==> config.mk <==
export PLATFORM = sky130hd
export DESIGN_NAME = enc_mt_mgmt
export DESIGN_NICKNAME = d
export VERILOG_FILES = /design/src/enc_mt_pkg.sv /design/src/mt_counter.sv /design/src/enc_mt_mgmt.sv
export SDC_FILE = /design/constraint.sdc
export NUM_CORES = 1
export LEC_CHECK = 0
export BUFFER_PORTS_ARGS = -buffer_cell sky130_fd_sc_hd__buf_2
export CAP_MARGIN = 20
export CORE_ASPECT_RATIO = 0.9
export CORE_MARGIN = 2
export CORE_UTILIZATION = 57
export DETAILED_ROUTE_END_ITERATION = 10
export PLACE_DENSITY = 0.86
export SLEW_MARGIN = 10
export SYNTH_ARGS = -nofsm -noshare
export SYNTH_HDL_FRONTEND = slang
export SYNTH_SLANG_ARGS = --single-unit
==> constraint.sdc <==
create_clock -name i_clk -period 7.95 [get_ports i_clk]
set_input_delay 1.1925 -clock i_clk [delete_from_list [all_inputs] [get_ports i_clk]]
set_output_delay 1.1925 -clock i_clk [all_outputs]
set_load 0.02 [all_outputs]
==> src/enc_mt_pkg.sv <==
// Shared constants and types for the absolute encoder multi-turn block
package enc_mt_pkg;

  // ==========================================================================
  // Parameter layout
  localparam int unsigned PRM_W = 16;
  localparam int unsigned USAGE_DIGIT_LSB = 8;
  localparam int unsigned USAGE_DIGIT_W = 4;
  localparam logic [3:0] USAGE_ABSOLUTE = 4'h0;
  localparam logic [3:0] USAGE_INCREMENTAL = 4'h1;

  // ==========================================================================
  // Reset values, plus the signed-limit code and the write-protect locked code
  localparam logic [15:0] APP2_RESET = 16'h0000;
  localparam logic [15:0] LIMIT_RESET = 16'hffff;
  localparam logic [15:0] LIMIT_SIGNED = 16'hffff;
  localparam logic [15:0] WPROT_RESET = 16'h0000;
  localparam logic [15:0] WPROT_LOCKED = 16'h0001;
  localparam logic [15:0] COUNT_RESET = 16'h0000;

  // ==========================================================================
  // Confirmation steps
  localparam logic [2:0] STEP_FIRST = 3'h1;
  localparam logic [2:0] STEP_LAST = 3'h5;

  // ==========================================================================
  // Types
  typedef enum logic [1:0] {
    PRM_APP2,
    PRM_LIMIT,
    PRM_WPROT,
    PRM_NONE
  } prm_sel_t;

  typedef struct packed {
    logic en;
    prm_sel_t sel;
    logic [15:0] data;
  } prm_wr_t;

  typedef enum logic {
    FN_MT_RESET,
    FN_LIMIT_WRITE
  } fn_sel_t;

  typedef struct packed {
    logic start;
    fn_sel_t sel;
    logic step_up;
    logic confirm;
    logic quit;
  } fn_cmd_t;

  typedef struct packed {
    logic backup;
    logic checksum;
    logic other;
    logic mismatch;
  } alarm_t;

endpackage : enc_mt_pkg

==> src/mt_counter.sv <==
// Multi-turn revolution counter with programmable wrap
`timescale 1ns/1ps
`default_nettype none

module mt_counter #(
  parameter int unsigned W = 16
) (
  input wire logic i_clk,
  input wire logic i_arst_n,
  input wire logic i_clear,
  input wire logic i_inc,
  input wire logic i_dec,
  input wire logic [W-1:0] i_limit,
  output logic [W-1:0] o_count
);

  logic [W-1:0] count_q;
  logic [W-1:0] count_d;
  logic signed_mode;

  // All-ones limit runs two's complement, so natural rollover gives the span
  assign signed_mode = (i_limit == enc_mt_pkg::LIMIT_SIGNED);

  always_comb begin
    count_d = count_q;
    if (i_inc && !i_dec) begin
      if (!signed_mode && count_q >= i_limit) begin
        count_d = '0;
      end else begin
        count_d = count_q + 1'b1;
      end
    end else if (i_dec && !i_inc) begin
      if (!signed_mode && count_q == '0) begin
        count_d = i_limit;
      end else if (!signed_mode && count_q > i_limit) begin
        count_d = i_limit;
      end else begin
        count_d = count_q - 1'b1;
      end
    end
  end

  always_ff @(posedge i_clk or negedge i_arst_n) begin
    if (!i_arst_n) begin
      count_q <= enc_mt_pkg::COUNT_RESET;
    end else if (i_clear) begin
      count_q <= enc_mt_pkg::COUNT_RESET;
    end else begin
      count_q <= count_d;
    end
  end

  assign o_count = count_q;

endmodule : mt_counter

`default_nettype wire

==> src/enc_mt_mgmt.sv <==
// Absolute encoder usage, multi-turn count, alarms and setup functions
`timescale 1ns/1ps
`default_nettype none

module enc_mt_mgmt (
  input wire logic i_clk,
  input wire logic i_arst_n,
  input wire logic i_power_cycle,
  input wire enc_mt_pkg::prm_wr_t i_prm,
  input wire enc_mt_pkg::fn_cmd_t i_fn,
  input wire logic i_servo_off,
  input wire logic i_net_clear_alarm,
  input wire logic i_backup_err,
  input wire logic i_checksum_err,
  input wire logic i_other_enc_err,
  input wire logic [15:0] i_enc_limit,
  input wire logic i_enc_wr_ack,
  input wire logic i_turn_inc,
  input wire logic i_turn_dec,
  output logic [15:0] o_app2_stored,
  output logic [15:0] o_limit_stored,
  output logic [15:0] o_wprot_stored,
  output logic o_abs_mode,
  output logic [15:0] o_limit_active,
  output logic [15:0] o_mt_count,
  output enc_mt_pkg::alarm_t o_alarm,
  output logic o_setup_required,
  output logic o_enc_wr_req,
  output logic [15:0] o_enc_wr_data,
  output logic o_busy,
  output logic [2:0] o_step,
  output logic o_done,
  output logic o_not_operable
);

  typedef enum logic [2:0] {
    ST_IDLE,
    ST_MT_STEP,
    ST_MT_DONE,
    ST_LW_READY,
    ST_LW_WRITE,
    ST_LW_DONE
  } fn_state_t;

  // ==========================================================================
  // Stored parameters
  logic [15:0] app2_q;
  logic [15:0] limit_q;
  logic [15:0] wprot_q;

  always_ff @(posedge i_clk or negedge i_arst_n) begin
    if (!i_arst_n) begin
      app2_q <= enc_mt_pkg::APP2_RESET;
      limit_q <= enc_mt_pkg::LIMIT_RESET;
      wprot_q <= enc_mt_pkg::WPROT_RESET;
    end else if (i_prm.en) begin
      unique case (i_prm.sel)
        enc_mt_pkg::PRM_APP2: app2_q <= i_prm.data;
        enc_mt_pkg::PRM_LIMIT: limit_q <= i_prm.data;
        enc_mt_pkg::PRM_WPROT: wprot_q <= i_prm.data;
        enc_mt_pkg::PRM_NONE: ;
      endcase
    end
  end

  // ==========================================================================
  // Settings in force, taken over only on a control power restart
  logic abs_q;
  logic [15:0] limit_act_q;
  logic [3:0] usage_digit;

  assign usage_digit = app2_q[enc_mt_pkg::USAGE_DIGIT_LSB +:
                              enc_mt_pkg::USAGE_DIGIT_W];

  always_ff @(posedge i_clk or negedge i_arst_n) begin
    if (!i_arst_n) begin
      abs_q <= 1'b1;
      limit_act_q <= enc_mt_pkg::LIMIT_RESET;
    end else if (i_power_cycle) begin
      // Digits other than 0 or 1 keep the previous mode
      if (usage_digit == enc_mt_pkg::USAGE_ABSOLUTE) begin
        abs_q <= 1'b1;
      end else if (usage_digit == enc_mt_pkg::USAGE_INCREMENTAL) begin
        abs_q <= 1'b0;
      end
      limit_act_q <= limit_q;
    end
  end

  // ==========================================================================
  // Function sequencer
  fn_state_t state_q;
  logic [2:0] step_q;
  logic refuse_q;
  logic locked;
  logic mt_fire;
  logic lw_done_ev;

  assign locked = (wprot_q == enc_mt_pkg::WPROT_LOCKED);
  assign mt_fire = (state_q == ST_MT_STEP) && i_fn.confirm &&
                   (step_q == enc_mt_pkg::STEP_LAST) && i_servo_off;
  assign lw_done_ev = (state_q == ST_LW_WRITE) && i_enc_wr_ack;

  always_ff @(posedge i_clk or negedge i_arst_n) begin
    if (!i_arst_n) begin
      state_q <= ST_IDLE;
    end else if (i_fn.quit) begin
      state_q <= ST_IDLE;
    end else begin
      unique case (state_q)
        ST_IDLE: begin
          if (i_fn.start && !locked) begin
            if (i_fn.sel == enc_mt_pkg::FN_MT_RESET) begin
              if (i_servo_off) begin
                state_q <= ST_MT_STEP;
              end
            end else if (o_alarm.mismatch) begin
              state_q <= ST_LW_READY;
            end
          end
        end
        ST_MT_STEP: begin
          if (mt_fire) begin
            state_q <= ST_MT_DONE;
          end
        end
        ST_MT_DONE: ;
        ST_LW_READY: begin
          if (i_fn.confirm) begin
            state_q <= ST_LW_WRITE;
          end
        end
        ST_LW_WRITE: begin
          if (i_enc_wr_ack) begin
            state_q <= ST_LW_DONE;
          end
        end
        ST_LW_DONE: ;
        default: state_q <= ST_IDLE;
      endcase
    end
  end

  // Confirmation counter saturates at the last step
  always_ff @(posedge i_clk or negedge i_arst_n) begin
    if (!i_arst_n) begin
      step_q <= '0;
    end else if (state_q == ST_IDLE) begin
      step_q <= enc_mt_pkg::STEP_FIRST;
    end else if (state_q == ST_MT_STEP && i_fn.step_up &&
                 step_q < enc_mt_pkg::STEP_LAST) begin
      step_q <= step_q + 3'h1;
    end
  end

  // Refusal indication holds until the operator quits or starts a function while unlocked
  always_ff @(posedge i_clk or negedge i_arst_n) begin
    if (!i_arst_n) begin
      refuse_q <= 1'b0;
    end else if (state_q == ST_IDLE && i_fn.start && locked) begin
      refuse_q <= 1'b1;
    end else if (i_fn.quit || (i_fn.start && !locked)) begin
      refuse_q <= 1'b0;
    end
  end

  // ==========================================================================
  // Encoder limit write: copies the stored parameter with no range check
  logic [15:0] wr_data_q;

  always_ff @(posedge i_clk or negedge i_arst_n) begin
    if (!i_arst_n) begin
      wr_data_q <= '0;
    end else if (state_q == ST_LW_READY && i_fn.confirm) begin
      wr_data_q <= limit_q;
    end
  end

  // ==========================================================================
  // Alarms; a set in the same cycle as its clear wins
  enc_mt_pkg::alarm_t alm_q;
  logic mismatch_seen;

  // The limit being taken into force is the one the encoder must match
  assign mismatch_seen = (i_enc_limit != limit_q);

  // Network clear is ignored: none of these alarms answer to it
  always_ff @(posedge i_clk or negedge i_arst_n) begin
    if (!i_arst_n) begin
      alm_q <= '0;
    end else begin
      alm_q.backup <= i_backup_err || (alm_q.backup && !mt_fire);
      alm_q.checksum <= i_checksum_err ||
                        (alm_q.checksum && !mt_fire);
      alm_q.other <= i_other_enc_err ||
                     (alm_q.other && !i_power_cycle);
      // Compared only at startup; a later encoder reload does not re-alarm
      if (i_power_cycle) begin
        alm_q.mismatch <= mismatch_seen;
      end else if (lw_done_ev) begin
        alm_q.mismatch <= 1'b0;
      end
    end
  end

  // ==========================================================================
  // Multi-turn counter
  logic cnt_clear;

  assign cnt_clear = mt_fire || (i_power_cycle && usage_digit !=
                                 enc_mt_pkg::USAGE_ABSOLUTE);

  mt_counter #(
    .W(enc_mt_pkg::PRM_W)
  ) u_count (
    .i_clk(i_clk),
    .i_arst_n(i_arst_n),
    .i_clear(cnt_clear),
    .i_inc(i_turn_inc && abs_q),
    .i_dec(i_turn_dec && abs_q),
    .i_limit(limit_act_q),
    .o_count(o_mt_count)
  );

  // ==========================================================================
  // Outputs
  assign o_app2_stored = app2_q;
  assign o_limit_stored = limit_q;
  assign o_wprot_stored = wprot_q;
  assign o_abs_mode = abs_q;
  assign o_limit_active = limit_act_q;
  assign o_alarm = alm_q;
  assign o_setup_required = alm_q.backup || alm_q.checksum;
  assign o_enc_wr_req = (state_q == ST_LW_WRITE);
  assign o_enc_wr_data = wr_data_q;
  assign o_busy = (state_q != ST_IDLE);
  assign o_step = step_q;
  assign o_done = (state_q == ST_MT_DONE) || (state_q == ST_LW_DONE);
  assign o_not_operable = refuse_q;

  // ==========================================================================
  // Checks
  abs_mode_hold_a: assert property (@(posedge i_clk) disable iff (!i_arst_n)
    !i_power_cycle |=> $stable(abs_q))
    else $error("Encoder mode changed without power cycle");

  usage_select_a: assert property (@(posedge i_clk) disable iff (!i_arst_n)
    i_power_cycle && usage_digit == enc_mt_pkg::USAGE_INCREMENTAL
    |=> !abs_q)
    else $error("Incremental digit did not select incremental use");

  limit_apply_a: assert property (@(posedge i_clk) disable iff (!i_arst_n)
    i_power_cycle |=> limit_act_q == $past(limit_q))
    else $error("Active limit not taken at power cycle");

  servo_on_block_a: assert property (@(posedge i_clk) disable iff (!i_arst_n)
    state_q == ST_IDLE && i_fn.start && !i_fn.quit &&
    i_fn.sel == enc_mt_pkg::FN_MT_RESET && !i_servo_off
    |=> state_q == ST_IDLE)
    else $error("Setup entered while servo on");

  backup_hold_a: assert property (@(posedge i_clk) disable iff (!i_arst_n)
    alm_q.backup && !mt_fire && i_net_clear_alarm |=> alm_q.backup)
    else $error("Backup alarm cleared by network clear");

  other_hold_a: assert property (@(posedge i_clk) disable iff (!i_arst_n)
    alm_q.other && !i_power_cycle |=> alm_q.other)
    else $error("Other encoder alarm cleared without power cycle");

  reset_step_a: assert property (@(posedge i_clk) disable iff (!i_arst_n)
    mt_fire && !i_fn.quit |=> o_done && o_mt_count == '0 &&
    (!o_setup_required || $past(i_backup_err || i_checksum_err)))
    else $error("Multi-turn reset did not complete");

  early_confirm_a: assert property (@(posedge i_clk) disable iff (!i_arst_n)
    state_q == ST_MT_STEP && step_q < enc_mt_pkg::STEP_LAST && !i_fn.quit
    |=> state_q != ST_MT_DONE)
    else $error("Reset ran before the last confirm step");

  protect_refuse_a: assert property (@(posedge i_clk) disable iff (!i_arst_n)
    state_q == ST_IDLE && i_fn.start && locked && !i_fn.quit
    |=> o_not_operable && !o_busy)
    else $error("Write protect did not refuse the function");

  limit_gate_a: assert property (@(posedge i_clk) disable iff (!i_arst_n)
    state_q == ST_IDLE && i_fn.start && !alm_q.mismatch &&
    i_fn.sel == enc_mt_pkg::FN_LIMIT_WRITE |=> state_q != ST_LW_READY)
    else $error("Limit write entered without mismatch alarm");

  mismatch_raise_a: assert property (@(posedge i_clk) disable iff (!i_arst_n)
    i_power_cycle && mismatch_seen |=> alm_q.mismatch)
    else $error("Mismatch not raised at startup");

  limit_copy_a: assert property (@(posedge i_clk) disable iff (!i_arst_n)
    state_q == ST_LW_READY && i_fn.confirm && !i_fn.quit
    |=> o_enc_wr_req && o_enc_wr_data == $past(limit_q))
    else $error("Encoder write data differs from stored limit");

  limit_done_a: assert property (@(posedge i_clk) disable iff (!i_arst_n)
    lw_done_ev && !i_fn.quit && !i_power_cycle
    |=> o_done && !alm_q.mismatch ##0 $stable(limit_act_q))
    else $error("Limit write did not finish cleanly");

endmodule : enc_mt_mgmt

`default_nettype wire

Yosys cells after proc, flatten, opt, wreduce, memory -nomap -nowiden
Cells that the tools add are included.
Storage, ports and cells
  register bits after elaboration: 108
  bits of input ports: 51
Operators by class
  $lt $le $gt $ge: 3
  add/subtract/negate cells: 3
  eq/ne operators: 19
  mux-type cells: 23
  reductions and logical operators: 51
Operators with widths (count)
  2-to-1 mux 16 bit: 6
  2-to-1 mux 3 bit: 10
  logical AND 1 bit: 21
  adder 16 x 1 -> 16 bit (second input constant): 1
  equality test 16 x 1 -> 1 bit (second input constant): 1
  equality test 16 bit (second input constant): 1
  >= comparator 16 bit: 1
  > comparator 16 bit: 1
  zero test 16 bit: 1
  inequality test 16 bit: 1
  subtractor 16 x 1 -> 16 bit (second input constant): 1
  case mux 3 bit (5 select lines): 1
  inequality test 3 bit (second input constant): 4
  equality test 3 bit (second input constant): 3
  inequality test 4 bit (second input constant): 2
  AND reduction 2 bit: 4
  nonzero test 2 bit: 4
  logical OR 1 bit: 7
  AND reduction 7 bit: 1
  equality test 3 x 2 -> 1 bit (second input constant): 2
  zero test 1 bit: 6
  2-to-1 mux 1 bit: 6
  nonzero test 3 bit: 2
  equality test 4 x 1 -> 1 bit (second input constant): 1
  other kinds (11): 11

Logic depth before layout (Yosys ltp)
Gate-level depths: netlist of run 1.
  depth in word-level cells: 8
  mapped depth: 10
  depth with buffers taken out: 8

Modules after synthesis
From an unflattened synthesis of run 1, not the netlist that was laid out.
Second synthesis, totals
  cell total of the unflattened synthesis: 519
  area, all modules: 5993.2 sq um
Modules (own cells, without submodules)
  enc_mt_mgmt: area an instance 3928.8 sq um, instances 1, sequential area each 2343.5 sq um, cells each 267
  mt_counter: area an instance 2064.5 sq um, instances 1, sequential area each 400.4 sq um, cells each 252

Worst setup path before layout of run 1
Ideal clock, no wire load.
  path type: input -> register
  from: in i_power_cycle
  to: reg u_count.count_q[10] (netlist: u_count.o_count[10])
  library setup time: 0.066 ns
  buffers on the path: 2
  stages on the path: 8
  required time: 7.884 ns
  arrival: 2.683 ns
  path slack: 5.201 ns
  cells stage by stage: clkbuf_1 > o41ai_4 > o2111ai_2 > nand2b_1 > buf_6 > or4_1 > mux2i_1 > a221o_1
Between the ends
  cells in the longest elaborated chain, start to end: 3
  elaborated cells on any way between the ends: 4
  those cells by class: mux: 1; reduce/logical: 3
Ends and longest elaborated chain
  from (decl): RTL line enc_mt_mgmt.sv:8  | input wire logic i_power_cycle,
  logical AND 1 bit *: RTL line enc_mt_mgmt.sv:210  | assign cnt_clear = mt_fire || (i_power_cycle && usage_digit !=
  logical OR 1 bit *: RTL line enc_mt_mgmt.sv:210
  nonzero test 3 bit (no source line) or 2-to-1 mux 16 bit (tied branches)
  to (signal assigned): RTL line mt_counter.sv:45  | count_q <= enc_mt_pkg::COUNT_RESET;
  to (signal assigned): RTL line mt_counter.sv:47  | count_q <= enc_mt_pkg::COUNT_RESET;
  to (signal assigned): RTL line mt_counter.sv:49  | count_q <= count_d;
  to (decl): RTL line mt_counter.sv:17  | logic [W-1:0] count_q;
Every way passes the cells marked *; elsewhere a longest branch is shown, timed or not.
A chain may end at the register's enable or synchronous reset.

Worst setup path in the final report of run 1
  from: reg u_count.count_q[7] (netlist: u_count.o_count[7])
  to: reg u_count.count_q[15] (netlist: u_count.o_count[15])
Between the ends
  cells in the longest elaborated chain, start to end: 7
  elaborated cells on any way between the ends: 14
  those cells by class: add/sub: 2; order compare: 2; mux: 6; reduce/logical: 4
Ends and longest elaborated chain
  > comparator 16 bit: RTL line mt_counter.sv:35  | end else if (!signed_mode && count_q > i_limit) begin
  logical AND 1 bit: RTL line mt_counter.sv:35
  2-to-1 mux 16 bit: RTL line mt_counter.sv:35
  2-to-1 mux 16 bit: RTL line mt_counter.sv:33  | if (!signed_mode && count_q == '0) begin
  2-to-1 mux 16 bit: RTL line mt_counter.sv:32  | end else if (i_dec && !i_inc) begin
  2-to-1 mux 16 bit *: RTL line mt_counter.sv:26  | if (i_inc && !i_dec) begin
  2-to-1 mux 16 bit *: RTL line mt_counter.sv:46  | end else if (i_clear) begin
Every way passes the cells marked *; elsewhere a longest branch is shown, timed or not. The select of a mux whose other input is x is not followed.

==> flow_summary_export.csv, run 1 <==
group,metric,value,unit
final_layout,final_nets,766,
status,status,"complete, no violations",
synthesis,syn_nets,620,
cts,cts_tree,"done",
timing,finalMaxSlewViolations,0,
cts,ctsResizeCount,0,
final_layout,fin_area,0.00719,sq mm
cts,path_clk_slew,0.07,ns
run,maxCapViolations,0,
power,peakVddDrop,0.246,mV
final_layout,diodes,0,
cts,hold_buffers,0,
final_layout,mostFrequentLayoutCells,"buf_2, dfrtp_1, mux2_2",
setup_path,r2r-start,"u_count.o_count[7]$_DFFE_PN0P_",
die,core,0.0102,sq mm
setup_path,path_buf_inv,0,
synthesis,syn-cell-area,0.00599,sq mm
grt,grt_pass1_vias,5113,
placed_design,post-dp-hpwl,12300,um
synthesis,ys_ff_latch,108,
die,die_x,112,um
timing,fmax,317,MHz
synthesis,synth_edf_count,0,
cts,clk-insertion-delay-late,0.36,ns
die,die-area,0.0113,sq mm
final_layout,fin_cells,828,
grt,grt_pass1_wl,26500,um
timing,worst_clock_skew,0.00982,ns
placed_design,dp_cells,810,
placed_design,io_buffer_count,158,
cts,ctsLongestPathBuffers,2,
timing,slew_headroom,0.342,
placed_design,gp_congestion,0.927,
grt,antenna_found_initial,0,
setup_path,end_kind,"flop",
cts,postCtsSetupBuffers,0,
synthesis,synth_top_flop_cell,"dfrtp_1",
cts,cts_sinks,108,
setup_path,path_cells,"ha_1 > nand4_1 > nor4_1 > a21oi_4 > o31a_1 > o211ai_1 > o221ai_1",
drt,wire_per_inst,20.5,um
timing,rsz0062_at_grt,"false",
drt,antenna_left,0,
die,start_util,0.584,
power,leakage,3.36,nW
setup_path,cpMaxStageDelayCell,"nor4_1",
timing,setup_slack,4.79,ns
timing,tightestPinTransition,0.986,ns
synthesis,syn_area_per_cell,10.9,sq um
final_layout,area_growth,20.0,%
worst_hold_path,min_path_type,"reg -> reg",
drt,drtIter0Drc,374,
final_layout,layout_commonest_cell,"buf_2",
placed_design,pre_cts_slack,4.51,ns
drt,drt-pass1-iter-count,8,
die,die_height,101,um
cts,cts_made_buffers,9,
synthesis,synth_cell_types,68,
timing,timing.final.crit_share,0.397,
synthesis,synthCells,548,
synthesis,ys_seq_area_frac,0.458,
setup_path,crit_fanout,15,
setup_path,crit_family,"compound AO/OA/AOI/OAI gates",
grt,grt_usage,0.298,
setup_path,arrival,3.37,ns
setup_path,crit_required,8.16,ns
die,io_pins,160,
drt,routed_wl,17000,um
setup_path,critPathLaunch,"u_count.o_count[7]$_DFFE_PN0P_",
setup_path,cp-start-kind,"flop",
drt,num_vias,5188,
timing,tns,0,ns
timing,hold_violations,0,
drt,viasPerCell,6.27,
grt,overflow,0,
power,powerDensity,357,mW/mm^2
cts,cts_root_buf,"clkbuf_16",
timing,finalSetupViolations,0,
cts,htree_levels,3,
setup_path,path_class,"reg -> reg",
power,p_total,2.56,mW
drt,drc_errors,0,
final_layout,drive_above_1_share,0.421,
synthesis,yosys_warnings,0,
placed_design,placed_area,0.00684,sq mm
timing,fin_crit,3.16,ns
setup_path,cp_slowest_stage_delay,0.66,ns
die,placementRows,35,
worst_hold_path,holdCritStartpoint,"o_alarm[1]$_DFF_PN0_",
grt,grt_max_degree,85,
synthesis,async_flop_share,1.00,
[worst register-to-register path: stages (launching register included)]
cell	delay (ns)
dfrtp_1	0.59
ha_1	0.43
nand4_1	0.25
nor4_1	0.66
a21oi_4	0.21
o31a_1	0.32
o211ai_1	0.38
o221ai_1	0.18
[final timing paths]
path	endpoint	slack [ns]	cells past startpoint
max in group asynchronous	o_limit_active[15]$_DFFE_PN1P_	6.22	3
setup / recovery	u_count.o_count[15]$_DFFE_PN0P_	4.79	7
setup reg to reg	u_count.o_count[15]$_DFFE_PN0P_	4.79	7
hold reg to reg	o_alarm[1]$_DFF_PN0_	0.48	1
min in group asynchronous	o_app2_stored[3]$_DFFE_PN0P_	0.71	1
hold / removal	o_alarm[1]$_DFF_PN0_	0.48	1
[kinds of logic (layout without fill, tap and decap cells)]
logic type                 after synthesis  in the layout  synth area share
adders and majority gates               21             21            0.0439
DFF                                    108            108             0.458
and+or+nand+nor                        152            152             0.140
buffers and inverters                   55            206            0.0389
xor gates and xnor gates                32             32            0.0468
muxes                                   74             74             0.138
AOI/OAI and AO/OA                      106            106             0.134
[per-stage QoR]
step,hold WS (ns),util
after floorplan,0.544,-
after global placement,0.459,0.667
after detailed placement,0.471,0.667
after CTS,0.489,0.698
after global routing,0.513,0.701
final,0.485,0.701
[power by group]
group | switching (mW) | internal (mW) | total (mW)
Combinational | 0.712 | 0.456 | 1.17
Sequential | 0.210 | 0.706 | 0.916
Clock | 0.226 | 0.254 | 0.479
Total | 1.15 | 1.42 | 2.56
[Yosys cell counts, types with 3 or more instances]
| cell type | n | area, sq um |
|---|---|---|
| nor2_1 | 22 | 82.6 |
| mux2i_1 | 7 | 70.1 |
| o211ai_1 | 15 | 113 |
| nand3b_1 | 3 | 22.5 |
| inv_1 | 28 | 105 |
| and3_1 | 3 | 18.8 |
| o21ai_0 | 21 | 105 |
| nand4_1 | 14 | 87.6 |
| nand2_1 | 41 | 154 |
| and2_1 | 4 | 25.0 |
| xnor2_1 | 9 | 78.8 |
| nand3_1 | 15 | 75.1 |
| or4_1 | 3 | 22.5 |
| buf_2 | 3 | 15.0 |
| mux2_2 | 66 | 743 |
| a32oi_1 | 4 | 35.0 |
| nor3_1 | 6 | 30.0 |
| o311ai_0 | 6 | 52.6 |
| or3_1 | 5 | 31.3 |
| a21oi_1 | 12 | 60.1 |
| nor3b_1 | 3 | 22.5 |
| nor4_1 | 10 | 62.6 |
| dfstp_2 | 33 | 867 |
| buf_6 | 3 | 33.8 |
| o21ai_1 | 4 | 20.0 |
| xor2_1 | 23 | 201 |
| a21o_1 | 7 | 52.6 |
| dfrtp_1 | 75 | 1880 |
| clkbuf_1 | 19 | 71.3 |
| a31oi_1 | 7 | 43.8 |
| a31o_1 | 3 | 26.3 |
| nand2b_1 | 3 | 18.8 |
| ha_1 | 21 | 263 |
[routing by layer]
layer / vias up / routed length (um) / track usage
li1: 2314 / - / -
met1: 2597 / 7070 / 0.378
met2: 234 / 8230 / 0.505
met3: 43 / 1200 / 0.0742
met4: 0 / 498 / 0.110
met5: - / 0 / 0
[final cells by class]
type	instances	area (sq um)
Fill cell	740	3060
Multi-Input combinational cell	385	3020
Sequential cell	108	2740
Timing Repair Buffer	162	843
Clock buffer	9	225
Tap cell	129	161
Inverter	28	105
Clock inverter	7	91.3
[registers in the layout (all words and copies together), names as in the netlist]
| name | count |
|---|---|
| o_limit_stored | 16 |
| o_not_operable | 1 |
| o_alarm | 4 |
| o_wprot_stored | 16 |
| o_limit_active | 16 |
| state_q | 3 |
| o_app2_stored | 16 |
| o_abs_mode | 1 |
| o_enc_wr_data | 16 |
| u_count.o_count | 16 |
| o_step | 3 |
No activity file was read; power rests on OpenSTA's default activity.
==> run 2, diff against run 1 <==
--- a/config.mk
+++ b/config.mk
@@ -9,9 +9,9 @@
 export CAP_MARGIN = 20
 export CORE_ASPECT_RATIO = 0.9
 export CORE_MARGIN = 2
-export CORE_UTILIZATION = 57
+export CORE_UTILIZATION = 48
 export DETAILED_ROUTE_END_ITERATION = 10
-export PLACE_DENSITY = 0.86
+export PLACE_DENSITY = 0.77
 export SLEW_MARGIN = 10
 export SYNTH_ARGS = -nofsm -noshare
 export SYNTH_HDL_FRONTEND = slang
==> constraint.sdc (replaced) <==
create_clock -name i_clk -period 2.6 [get_ports i_clk]
set_input_delay 0.39 -clock i_clk [delete_from_list [all_inputs] [get_ports i_clk]]
set_output_delay 0.39 -clock i_clk [all_outputs]
set_load 0.02 [all_outputs]
==> run 2 against run 1 <==
Effect of this change: maximum frequency increased by 23%; die area increased by 18%; utilization decreased by 4.3 points; cell count increased by 14%; critical endpoint is now u_count.o_count[6]$_DFFE_PN0P_.
==> flow_summary_export.csv, run 2 (synthesis gave the netlist of run 1 again) <==
group,metric,value,unit
cts,hold_buffers,0,
placed_design,post-dp-hpwl,13800,um
drt,drc_errors,0,
drt,routed_wl,18500,um
final_layout,n_fill_cell,915,
cts,htree_levels,3,
setup_path,crit_required,2.84,ns
die,placementRows,38,
grt,grt_usage,0.285,
setup_path,crit_fanout,5,
drt,antenna_left,0,
timing,finalMaxSlewViolations,0,
timing,tightestPinTransition,0.860,ns
drt,viasPerCell,5.84,
die,die-area,0.0134,sq mm
placed_design,gp_congestion,0.976,
setup_path,end_kind,"flop",
status,status,"complete, no violations",
die,die_x,122,um
grt,grt_pass1_vias,5484,
drt,wire_per_inst,19.7,um
final_layout,area_growth,33.3,%
final_layout,post-route-util,0.659,
setup_path,cp-start-kind,"flop",
timing,timing.final.crit_share,0.988,
cts,cts_tree,"done",
placed_design,io_buffer_count,158,
grt,grt_pass1_wl,29200,um
cts,cts_root_buf,"clkbuf_16",
run,maxCapViolations,0,
die,die_height,110,um
setup_path,arrival,2.81,ns
timing,fin_crit,2.57,ns
final_layout,mostFrequentLayoutCells,"buf_2, buf_4, dfrtp_1",
timing,finalSetupViolations,0,
power,peakVddDrop,0.640,mV
cts,clk-insertion-delay-late,0.35,ns
timing,slew_headroom,0.425,
timing,fmax,389,MHz
die,start_util,0.494,
cts,ctsLongestPathBuffers,2,
setup_path,r2r-start,"o_limit_active[10]$_DFFE_PN1P_",
drt,drtIter0Drc,477,
setup_path,critPathLaunch,"o_limit_active[10]$_DFFE_PN1P_",
power,powerDensity,1120,mW/mm^2
setup_path,path_class,"reg -> reg",
drt,num_vias,5493,
final_layout,final_nets,847,
timing,rsz0062_at_grt,"true",
timing,hold_violations,0,
timing,tns,0,ns
grt,antenna_found_initial,0,
die,io_pins,160,
die,core,0.0121,sq mm
cts,cts_made_buffers,9,
final_layout,layout_commonest_cell,"buf_2",
final_layout,diodes,0,
grt,overflow,0,
power,leakage,3.79,nW
cts,path_clk_slew,0.08,ns
timing,worst_clock_skew,0.00577,ns
cts,cts_sinks,108,
drt,drt-pass1-iter-count,5,
final_layout,drive_above_1_share,0.505,
grt,grt_max_degree,65,
worst_hold_path,min_path_type,"in -> async",
[run 2: area by class of cell]
class / instances / area (sq um) / area share
Clock buffer: 9 / 225 / 0.0282
Timing Repair Buffer: 243 / 1460 / 0.183
Tap cell: 160 / 200 / 0.0251
Sequential cell: 108 / 2740 / 0.344
Multi-Input combinational cell: 385 / 3150 / 0.395
Inverter: 28 / 105 / 0.0132
Clock inverter: 7 / 97.6 / 0.0122
[run 2: worst max-delay path, stage by stage, from the launching register on]
cell      delay, ns
dfstp_2        0.54
inv_2          0.05
ha_4           0.27
nand4_1        0.13
or2_4          0.32
a211oi_4       0.38
o31ai_4        0.14
buf_6          0.14
a31o_1         0.17
a221o_1        0.31
[run 2: report_power, final]
group | leakage, nW | internal, mW | switching (mW)
combinational | 2.35 | 2.12 | 2.73
sequential | 1.28 | 2.16 | 0.428
clock | 0.157 | 0.779 | 0.700
[run 2: stage by stage]
stage                     std cells  area, sq um  setup WS (ns)  hold WS, ns  power [mW]
after global routing            940         7980        -0.0719       0.0639        9.42
after global placement          920         7490        -0.0583        0.415        6.92
after detailed placement        920         7490         -0.101        0.421        7.05
after floorplan                 548         6000        0.00423       0.0944        5.27
after CTS                       936         7820        0.00133       0.0401        8.57
final                           940         7980         0.0310       0.0182        8.92
[run 2: path summary, 6_finish.rpt]
path | slack [ns] | cells after the start | endpoint
worst max-delay path | 0.03 | 9 | u_count.o_count[6]$_DFFE_PN0P_
worst max register to register | 0.03 | 9 | u_count.o_count[6]$_DFFE_PN0P_
worst min register to register | 0.49 | 1 | o_alarm[1]$_DFF_PN0_
min in group i_clk | 0.21 | 2 | o_alarm[2]$_DFF_PN0_
worst min-delay path | 0.02 | 1 | o_app2_stored[14]$_DFFE_PN0P_
max in group asynchronous | 1.79 | 2 | o_limit_active[11]$_DFFE_PN1P_
[run 2: routing by layer]
metal | part of all wire | GRT usage
met2 | 0.48 | 0.456
met1 | 0.41 | 0.377
met3 | 0.089 | 0.0742
met5 | 0 | 0
met4 | 0.025 | 0.103
[run 2: what timing repair did]
item                                   4_1_cts  5_1_grt
resized for setup                            3       27
setup endpoints to repair                    9       16
endpoints found under the hold margin        0        0
pin swaps                                    0       13
buffers inserted                             0        5
